**src/dl_msg_pkg.sv**
```systemverilog
// Shared constants for the T1 data link message control block
package dl_msg_pkg;
   // Register indices; byte address is four times the index
   localparam logic [9:0] IDX_RPT_CTRL = 10'h07F;
   localparam logic [9:0] IDX_TX_CODE  = 10'h080;
   localparam logic [9:0] IDX_RX_CTRL  = 10'h081;
   localparam logic [9:0] IDX_RX_FLAG  = 10'h082;
   localparam logic [9:0] IDX_RX_CODE  = 10'h083;
   localparam logic [9:0] IDX_TX_EN    = 10'h084;
   localparam logic [9:0] IDX_FORMAT   = 10'h085;
   localparam logic [9:0] IDX_TX2_ASG  = 10'h086;
   localparam logic [9:0] IDX_TX3_ASG  = 10'h087;
   localparam logic [9:0] IDX_TX2_BITS = 10'h089;
   localparam logic [9:0] IDX_TX3_BITS = 10'h08A;
   // Field positions
   localparam int RPT_EN_POS    = 0;
   localparam int IRQ_EN_POS    = 0;
   localparam int VAL_SEL_POS   = 1;
   localparam int FMT_ESF_POS   = 0;
   localparam int FMT_DM_POS    = 1;
   localparam int ASG_EVEN_POS  = 6;
   localparam int ASG_ODD_POS   = 5;
   // Reset values
   localparam logic [5:0] CODE_ONES  = 6'h3F;
   localparam logic [5:0] RPT_RESET  = 6'h00;
   localparam logic [6:0] ASG_RESET  = 7'h00;
   localparam logic [7:0] BITS_RESET = 8'h00;
   // Message pattern and last channel index
   localparam logic [7:0] MSG_FLAG    = 8'hFE;
   localparam logic [3:0] MSG_LAST    = 4'hE;
   localparam logic [4:0] LAST_CHAN   = 5'h17;
   // Validation windows and thresholds
   localparam logic [3:0] WIN_LONG_THR  = 4'h8;
   localparam logic [3:0] WIN_SHORT_THR = 4'h4;
   localparam int HIST_DEPTH = 10;
   // AXI responses
   localparam logic [1:0] RESP_OKAY   = 2'h0;
   localparam logic [1:0] RESP_SLVERR = 2'h2;
   // Timing
   localparam int CLK_HZ         = 40_000_000;
   localparam int REPORT_MS      = 1000;
   localparam int REPORT_CYCLES  = (CLK_HZ / 1000) * REPORT_MS;
endpackage

```
**src/dl_msg_ctrl.sv**
```systemverilog
// Data link message control: report timer, message send and receive, HDLC tx steering
//
// Register access over AXI4-Lite was decided locally.
`timescale 1ns/1ps
module dl_msg_ctrl
   import dl_msg_pkg::*;
#(
   parameter int REPORT_PERIOD = REPORT_CYCLES
) (
   input  wire logic        ref_clk_i,
   input  wire logic        rst_i,
   input  wire logic [11:0] s_axi_awaddr_i,
   input  wire logic        s_axi_awvalid_i,
   output logic             s_axi_awready_o,
   input  wire logic [31:0] s_axi_wdata_i,
   input  wire logic [3:0]  s_axi_wstrb_i,
   input  wire logic        s_axi_wvalid_i,
   output logic             s_axi_wready_o,
   output logic [1:0]       s_axi_bresp_o,
   output logic             s_axi_bvalid_o,
   input  wire logic        s_axi_bready_i,
   input  wire logic [11:0] s_axi_araddr_i,
   input  wire logic        s_axi_arvalid_i,
   output logic             s_axi_arready_o,
   output logic [31:0]      s_axi_rdata_o,
   output logic [1:0]       s_axi_rresp_o,
   output logic             s_axi_rvalid_o,
   input  wire logic        s_axi_rready_i,
   input  wire logic        dl_strobe_i,
   input  wire logic        rx_dl_bit_i,
   input  wire logic        frame_odd_i,
   input  wire logic [4:0]  channel_i,
   input  wire logic [2:0]  bit_index_i,
   output logic             tx_dl_bit_o,
   output logic             tx_msg_active_o,
   output logic             report_req_o,
   output logic [4:0]       report_fields_o,
   output logic [2:0]       hdlc_tx_en_o,
   output logic [1:0]       hdlc_insert_o,
   output logic             irq_o
);

   typedef struct packed {
      logic                             awready;
      logic                             wready;
      logic [9:0]                       aw_idx;
      logic                             aw_hi;
      logic [7:0]                       w_data;
      logic                             w_strb;
      logic                             bvalid;
      logic [1:0]                       bresp;
      logic                             arready;
      logic                             rvalid;
      logic [7:0]                       rdata;
      logic [1:0]                       rresp;
      logic [5:0]                       rpt_ctrl;
      logic [5:0]                       tx_code;
      logic [1:0]                       rx_ctrl;
      logic                             flag;
      logic [5:0]                       rx_code;
      logic [2:0]                       tx_en;
      logic [1:0]                       fmt;
      logic [1:0][6:0]                  asg;
      logic [1:0][7:0]                  bitsel;
      logic [25:0]                      sec_cnt;
      logic                             report_req;
      logic [4:0]                       report_fields;
      logic [3:0]                       tx_pos;
      logic                             tx_active;
      logic [5:0]                       tx_latched;
      logic                             tx_bit;
      logic [14:0]                      rx_shift;
      logic [HIST_DEPTH-2:0][5:0]       hist;
      logic [HIST_DEPTH-2:0]            hist_valid;
      logic                             irq;
      logic [2:0]                       en_out;
      logic [1:0]                       ins;
   } state_t;

   state_t s;
   state_t next_s;

   logic                  esf;
   logic                  do_wr;
   logic                  wr_flag_clr;
   logic [14:0]           rx_next_shift;
   logic                  rx_match;
   logic [5:0]            rx_cand;
   logic [HIST_DEPTH-2:0] hist_eq;
   logic [3:0]            same_cnt;
   logic                  declare;
   logic [1:0]            ins_hit;

   assign esf = s.fmt[FMT_ESF_POS];

   // Write happens once both halves are held and the last response is gone
   assign do_wr = !s.awready && !s.wready && !s.bvalid;
   assign wr_flag_clr = do_wr && !s.aw_hi && (s.aw_idx == IDX_RX_FLAG) && s.w_strb
                        && s.w_data[0];

   // Received pattern sits oldest bit first at the top of the shift window
   assign rx_next_shift = {s.rx_shift[13:0], rx_dl_bit_i};
   assign rx_match = dl_strobe_i && esf && (rx_next_shift[14:7] == MSG_FLAG)
                     && !rx_next_shift[0];
   assign rx_cand = rx_next_shift[6:1];

   // Compare the candidate with each earlier reception in the history
   generate
      for (genvar i = 0; i < HIST_DEPTH - 1; i++) begin : g_hist
         assign hist_eq[i] = s.hist_valid[i] && (s.hist[i] == rx_cand);
      end
   endgenerate

   // Count includes the newest reception itself; window is 10 or 5 deep
   always_comb begin
      logic [3:0] cnt;
      cnt = 4'h1;
      for (int i = 0; i < HIST_DEPTH - 1; i++) begin
         if (hist_eq[i] && (!s.rx_ctrl[VAL_SEL_POS] || i < 4)) begin
            cnt = cnt + 4'h1;
         end
      end
      same_cnt = cnt;
   end

   // Declared only on a fresh code, so a held message raises the flag once
   assign declare = rx_match && (rx_cand != s.rx_code)
                    && (same_cnt >= (s.rx_ctrl[VAL_SEL_POS] ? WIN_SHORT_THR
                                                           : WIN_LONG_THR));

   // Insertion gate for HDLC transmitters 2 and 3; out-of-range channels never match
   generate
      for (genvar j = 0; j < 2; j++) begin : g_ins
         assign ins_hit[j] = s.tx_en[j+1]
                             && (frame_odd_i ? s.asg[j][ASG_ODD_POS]
                                             : s.asg[j][ASG_EVEN_POS])
                             && (s.asg[j][4:0] <= LAST_CHAN)
                             && (s.asg[j][4:0] == channel_i)
                             && s.bitsel[j][3'h7 - bit_index_i];
      end
   endgenerate

   // Message bit at a given position of the 15-bit pattern
   function automatic logic msg_bit(input logic [5:0] code, input logic [3:0] pos);
      logic b;
      b = 1'b0;
      if (pos < 4'h7) begin
         b = 1'b1;
      end else if (pos >= 4'h8 && pos <= 4'hD) begin
         b = code[3'(pos - 4'h8)];
      end
      return b;
   endfunction

   // Register read mux; reserved bits and unmapped words read zero
   function automatic logic [7:0] rd_reg(input state_t st, input logic [9:0] idx);
      logic [7:0] v;
      v = 8'h00;
      unique case (idx)
         IDX_RPT_CTRL: v = {2'h0, st.rpt_ctrl};
         IDX_TX_CODE:  v = {2'h0, st.tx_code};
         IDX_RX_CTRL:  v = {6'h00, st.rx_ctrl};
         IDX_RX_FLAG:  v = {7'h00, st.flag};
         IDX_RX_CODE:  v = {2'h0, st.rx_code};
         IDX_TX_EN:    v = {5'h00, st.tx_en};
         IDX_FORMAT:   v = {6'h00, st.fmt};
         IDX_TX2_ASG:  v = {1'b0, st.asg[0]};
         IDX_TX3_ASG:  v = {1'b0, st.asg[1]};
         IDX_TX2_BITS: v = st.bitsel[0];
         IDX_TX3_BITS: v = st.bitsel[1];
         default:      v = 8'h00;
      endcase
      return v;
   endfunction

   function automatic logic mapped(input logic [9:0] idx);
      return idx inside {IDX_RPT_CTRL, IDX_TX_CODE, IDX_RX_CTRL, IDX_RX_FLAG,
                         IDX_RX_CODE, IDX_TX_EN, IDX_FORMAT, IDX_TX2_ASG,
                         IDX_TX3_ASG, IDX_TX2_BITS, IDX_TX3_BITS};
   endfunction

   // Next-state logic for bus, registers, timers and message engines
   always_comb begin
      next_s = s;
      next_s.report_req = 1'b0;

      // Address and data may arrive in either order
      if (s_axi_awvalid_i && s.awready) begin
         next_s.aw_idx  = s_axi_awaddr_i[11:2];
         next_s.aw_hi   = 1'b0;
         next_s.awready = 1'b0;
      end
      if (s_axi_wvalid_i && s.wready) begin
         next_s.w_data = s_axi_wdata_i[7:0];
         next_s.w_strb = s_axi_wstrb_i[0];
         next_s.wready = 1'b0;
      end
      if (s.bvalid && s_axi_bready_i) begin
         next_s.bvalid  = 1'b0;
         next_s.awready = 1'b1;
         next_s.wready  = 1'b1;
      end
      if (do_wr) begin
         next_s.bvalid = 1'b1;
         next_s.bresp  = mapped(s.aw_idx) ? RESP_OKAY : RESP_SLVERR;
         // Only byte lane 0 carries register bits
         if (s.w_strb) begin
            unique case (s.aw_idx)
               IDX_RPT_CTRL: next_s.rpt_ctrl = s.w_data[5:0];
               IDX_TX_CODE:  next_s.tx_code  = s.w_data[5:0];
               IDX_RX_CTRL:  next_s.rx_ctrl  = s.w_data[1:0];
               IDX_TX_EN:    next_s.tx_en    = s.w_data[2:0];
               IDX_FORMAT:   next_s.fmt      = s.w_data[1:0];
               IDX_TX2_ASG:  next_s.asg[0]   = s.w_data[6:0];
               IDX_TX3_ASG:  next_s.asg[1]   = s.w_data[6:0];
               IDX_TX2_BITS: next_s.bitsel[0] = s.w_data;
               IDX_TX3_BITS: next_s.bitsel[1] = s.w_data;
               default:      next_s.rpt_ctrl = s.rpt_ctrl;
            endcase
         end
      end

      // Read path: one outstanding read, answer one cycle after acceptance
      if (s.rvalid && s_axi_rready_i) begin
         next_s.rvalid  = 1'b0;
         next_s.arready = 1'b1;
      end
      if (s_axi_arvalid_i && s.arready) begin
         next_s.arready = 1'b0;
         next_s.rvalid  = 1'b1;
         next_s.rdata   = rd_reg(s, s_axi_araddr_i[11:2]);
         next_s.rresp   = mapped(s_axi_araddr_i[11:2]) ? RESP_OKAY : RESP_SLVERR;
      end

      // One-second report timer, held at zero while reporting is off
      if (esf && s.rpt_ctrl[RPT_EN_POS]) begin
         if (s.sec_cnt == 26'(REPORT_PERIOD - 1)) begin
            next_s.sec_cnt       = 26'h0;
            next_s.report_req    = 1'b1;
            next_s.report_fields = s.rpt_ctrl[5:1];
         end else begin
            next_s.sec_cnt = s.sec_cnt + 26'h1;
         end
      end else begin
         next_s.sec_cnt = 26'h0;
      end

      // Message sender; code choice is made only at a pattern boundary
      if (dl_strobe_i) begin
         if (s.tx_pos == 4'h0) begin
            if (esf && s.tx_code != CODE_ONES) begin
               next_s.tx_active  = 1'b1;
               next_s.tx_latched = s.tx_code;
               next_s.tx_bit     = 1'b1;
               next_s.tx_pos     = 4'h1;
            end else begin
               next_s.tx_active = 1'b0;
               next_s.tx_bit    = 1'b0;
            end
         end else begin
            next_s.tx_bit = msg_bit(s.tx_latched, s.tx_pos);
            next_s.tx_pos = (s.tx_pos == MSG_LAST) ? 4'h0 : s.tx_pos + 4'h1;
         end
      end

      // Message receiver history; cleared outside ESF
      if (!esf) begin
         next_s.hist_valid = '0;
      end else if (dl_strobe_i) begin
         next_s.rx_shift = rx_next_shift;
         if (rx_match) begin
            next_s.hist       = {s.hist[HIST_DEPTH-3:0], rx_cand};
            next_s.hist_valid = {s.hist_valid[HIST_DEPTH-3:0], 1'b1};
         end
      end
      if (declare) begin
         next_s.rx_code = rx_cand;
      end

      // Hardware set wins over a software clear in the same cycle
      next_s.flag = (s.flag && !wr_flag_clr) || declare;

      // Registered outputs
      next_s.irq       = next_s.flag && next_s.rx_ctrl[IRQ_EN_POS];
      next_s.en_out[0] = next_s.tx_en[0] && (next_s.fmt != 2'h0);
      next_s.en_out[2:1] = next_s.tx_en[2:1];
      next_s.ins       = ins_hit;
   end

   // State register
   always_ff @(posedge ref_clk_i or posedge rst_i) begin
      if (rst_i) begin
         s <= '0;
         s.awready  <= 1'b1;
         s.wready   <= 1'b1;
         s.arready  <= 1'b1;
         s.rpt_ctrl <= RPT_RESET;
         s.tx_code  <= CODE_ONES;
         s.rx_code  <= CODE_ONES;
         s.asg      <= {ASG_RESET, ASG_RESET};
         s.bitsel   <= {BITS_RESET, BITS_RESET};
      end else begin
         s <= next_s;
      end
   end

   assign s_axi_awready_o = s.awready;
   assign s_axi_wready_o  = s.wready;
   assign s_axi_bvalid_o  = s.bvalid;
   assign s_axi_bresp_o   = s.bresp;
   assign s_axi_arready_o = s.arready;
   assign s_axi_rvalid_o  = s.rvalid;
   assign s_axi_rresp_o   = s.rresp;
   assign s_axi_rdata_o   = {24'h000000, s.rdata};
   assign tx_dl_bit_o     = s.tx_bit;
   assign tx_msg_active_o = s.tx_active;
   assign report_req_o    = s.report_req;
   assign report_fields_o = s.report_fields;
   assign hdlc_tx_en_o    = s.en_out;
   assign hdlc_insert_o   = s.ins;
   assign irq_o           = s.irq;
endmodule

```
**config.mk**
```make
export PLATFORM = sky130hd
export DESIGN_NAME = dl_msg_ctrl
export DESIGN_NICKNAME = d
export VERILOG_FILES = /design/src/dl_msg_pkg.sv /design/src/dl_msg_ctrl.sv
export SDC_FILE = /design/constraint.sdc
export NUM_CORES = 1
export LEC_CHECK = 0
export BUFFER_PORTS_ARGS = -buffer_cell sky130_fd_sc_hd__buf_2
export CORE_MARGIN = 2
export CORE_UTILIZATION = 25
export DETAILED_ROUTE_END_ITERATION = 6
export GPL_ROUTABILITY_DRIVEN = 0
export GPL_TIMING_DRIVEN = 0
export SLEW_MARGIN = 10
export SYNTH_ARGS = -nofsm -noshare
export SYNTH_HDL_FRONTEND = slang
export SYNTH_SLANG_ARGS = --single-unit
```
**constraint.sdc**
```tcl
create_clock -name ref_clk_i -period 11.4 [get_ports ref_clk_i]
set_input_delay 2.28 -clock ref_clk_i [delete_from_list [all_inputs] [get_ports ref_clk_i]]
set_output_delay 2.28 -clock ref_clk_i [all_outputs]
set_load 0.005 [all_outputs]
```
==> flow_summary.json <==
{
  "drt_iter0_markers": 536,
  "syn_area_mm2": 0.0111,
  "r2r-end": "irq_o",
  "numCtsBuffers": 24,
  "hold_start": "tx_msg_active_o",
  "crit_required_ns": 11.76,
  "syn_avg_cell_area_um2": 11.8,
  "finalHoldViolCount": 0,
  "cap_violations": 0,
  "grt_usage_pct": 11.2,
  "grt_antenna_before_repair": 1,
  "post_cts_buffers": 0,
  "cp-start-kind": "flop",
  "tightestPinTransition_ns": 1.23,
  "diodes": 0,
  "cp_common_cell": "ha_1",
  "ys_types": 66,
  "rsz0062_at_grt": "false",
  "start_util_pct": 25.2,
  "ys_warn_count": 0,
  "grt_overflow": 0,
  "cpPeakStageDelay_ns": 0.57,
  "crit_path_top_delay_cell": "nor3_1",
  "finalNetCount": 1157,
  "synthFlopType": "dfrtp_1",
  "r2r_cells": 29,
  "fin_util_pct": 29.9,
  "fin_crit_sh_pct": 64.3,
  "ant_nets": 0,
  "maxSlewViolCount": 0,
  "critPathCaptureType": "flop",
  "cts_hold_buf": 0,
  "seq_area_frac_synth_pct": 48.7,
  "drt-total-wl_um": 26000,
  "crit_type": "flop to flop",
  "cts-root-buf": "clkbuf_16",
  "die-height_um": 215,
  "synth-seq-cells": 215,
  "synth_edf_count": 0,
  "whs_path_depth": 2,
  "worst_hold_path.endpoint": "tx_msg_active_o",
  "crit_fanout": 10,
  "hold_path_class": "flop to flop",
  "htree_levels": 1,
  "clkSlewWorstSetupHoldPaths_ns": 0.06,
  "cts_resized": 0,
  "syn_to_final_growth_pct": 18.8,
  "crit_arrival_ns": 7.69,
  "grt_first_pass_wirelength_um": 41500,
  "dp_hpwl_um": 19400,
  "ir_drop_mv": 0.122,
  "cts_tree": "built",
  "die_area_mm2": 0.0460,
  "grt_pass1_vias": 7243,
  "clock-sinks": 215,
  "setup_tns_ns": 0,
  "io_buffers": 72,
  "routedWlPerCell_um": 15.5,
  "rows": 77,
  "violations": "DRC",
  "rrSetupSlack_ns": 4.07,
  "rr_startpoint": "rx_cand[1]",
  "core_area_mm2": 0.0439,
  "io_pins": 133,
  "status": "finished with violations",
  "setup_viol": 0,
  "p_leak_nw": 6.06,
  "fin_skew_ns": 0.0180,
  "die_x_um": 215,
  "power_density_mw_per_mm2": 147,
  "post-route-min-period_ns": 7.33,
  "clockBufferDepth": 3,
  "final_layout_size_suffix_gt1_share_pct": 33.8,
  "clkLatencyLatePin_ns": 0.52,
  "synth_cells": 942,
  "max_slew_margin_pct": 17.4,
  "vias_per_cell": 4.46,
  "async_flop_share_pct": 100,
  "grt_max_degree": 98,
  "fmax_mhz": 136,
  "first_pass_iters": 7,
  "vias": 7485,
  "drc": 5
}
report_power, final:
group	internal, W	switching [W]
Clock	0.000490	0.000315
Combinational	0.000110	0.000132
Sequential	0.000826	0.0000608
cells in the final DEF, fill, tap and decap left out, types with 8 or more instances in the layout:
cell type,netlist,routed
a21oi_1,12,12
a222oi_1,9,9
a22o_1,9,9
buf_2,1,73
buf_4,51,51
buf_6,8,8
clkbuf_1,26,33
clkbuf_16,0,24
conb_1,1,26
dfrtp_1,200,200
dfstp_2,15,15
ha_1,11,11
inv_1,16,15
mux2_2,151,151
mux2i_1,11,11
nand2_1,62,62
nand3_1,29,29
nand4_1,18,18
nor2_1,49,49
nor3_1,23,23
nor4_1,8,8
o21ai_0,28,28
xnor2_1,59,59
xor2_1,44,44
worst max-delay path by stage:
stage                     startpoint        endpoint  slack (ns)  cells past startpoint
after global routing      rx_cand[2]           irq_o        3.53                     29
final                     rx_cand[1]           irq_o        4.07                     29
after global placement         rst_i  s_axi_rvalid_o        0.59                      2
after floorplan                rst_i             esf        3.27                      1
after CTS                 rx_cand[2]           irq_o        3.98                     29
after detailed placement  rx_cand[2]           irq_o        4.02                     29
cell usage after synthesis (all sizes together), types with 3 or more instances:
cell / number / area, um^2
a21o: 3 / 22.5
a21oi: 12 / 60.1
a222oi: 9 / 90.1
a22o: 9 / 78.8
a22oi: 4 / 30.0
a31oi: 3 / 18.8
and3: 7 / 43.8
and4: 4 / 37.5
buf: 60 / 478
clkbuf: 26 / 97.6
dfrtp: 200 / 5000
dfstp: 15 / 394
ha: 11 / 138
inv: 17 / 63.8
mux2: 157 / 1790
mux2i: 11 / 110
mux4: 6 / 135
nand2: 62 / 233
nand2b: 5 / 31.3
nand3: 29 / 145
nand3b: 6 / 45.0
nand4: 18 / 113
nor2: 50 / 195
nor2b: 7 / 43.8
nor3: 25 / 141
nor3b: 3 / 27.5
nor4: 10 / 92.6
nor4b: 5 / 43.8
o21ai: 28 / 140
or3: 8 / 55.1
xnor2: 59 / 517
xor2: 44 / 385
flip-flops by register name, summed over array words and instances, names as in the netlist, 2 cells and up:
register,flops
hdlc_insert_o,2
hdlc_tx_en_o,3
report_fields_o,5
rx_cand,6
rx_next_shift,8
s,171
s_axi_rdata_o,8
cell type report:
type | count | area, um^2
Fill cell | 4513 | 30800
Sequential cell | 215 | 5400
Multi-Input combinational cell | 649 | 5130
Tap cell | 592 | 741
Clock buffer | 36 | 696
Buffer | 86 | 576
Timing Repair Buffer | 74 | 415
Clock inverter | 8 | 126
Inverter | 17 | 71.3
cell families after synthesis:
kind of cell | Yosys count | synth area share (%)
AND/OR/NAND/NOR | 246 | 11.8
flip-flops | 215 | 48.7
multiplexers | 174 | 18.4
XOR/XNOR | 105 | 8.56
buffers and inverters | 103 | 5.77
AO/OA/AOI/OAI | 86 | 5.34
adder cells (fa/ha/maj) | 12 | 1.42
other | 1 | 0.0339
routing by layer:
| layer | global-route usage, % | vias up | share of wire, % |
|---|---|---|---|
| met5 | 0 | - | 0.062 |
| met4 | 2.45 | 2 | 2.0 |
| met3 | 1.63 | 42 | 4.3 |
| met2 | 18.3 | 178 | 47 |
| met1 | 15.7 | 3743 | 47 |
| li1 | - | 3520 | - |
per-stage QoR:
| step | total power, W | hold WS (ns) | instances | instance area (um^2) | setup slack [ns] |
|---|---|---|---|---|---|
| after floorplan | 0.00105 | 0.448 | 967 | 11200 | 3.27 |
| after global routing | 0.00203 | 0.518 | 1677 | 13200 | 3.53 |
| after CTS | 0.00196 | 0.488 | 1677 | 13200 | 3.98 |
| after detailed placement | 0.00115 | 0.478 | 1633 | 12300 | 4.02 |
| after global placement | 0.00114 | 0.459 | 1631 | 12300 | 0.587 |
| final | 0.00193 | 0.484 | 1677 | 13200 | 4.07 |
worst max-delay path: cells and delay by family (launching register included):
family,cells,cell delay [ns]
AO/OA/AOI/OAI,6,1.21
XOR/XNOR,6,1.32
flip-flops,1,0.36
AND/OR/NAND/NOR,5,1.16
adder cells (fa/ha/maj),6,1.97
buffers and inverters,4,0.59
multiplexers,2,0.56
No activity file was read; power rests on OpenSTA's default activity.
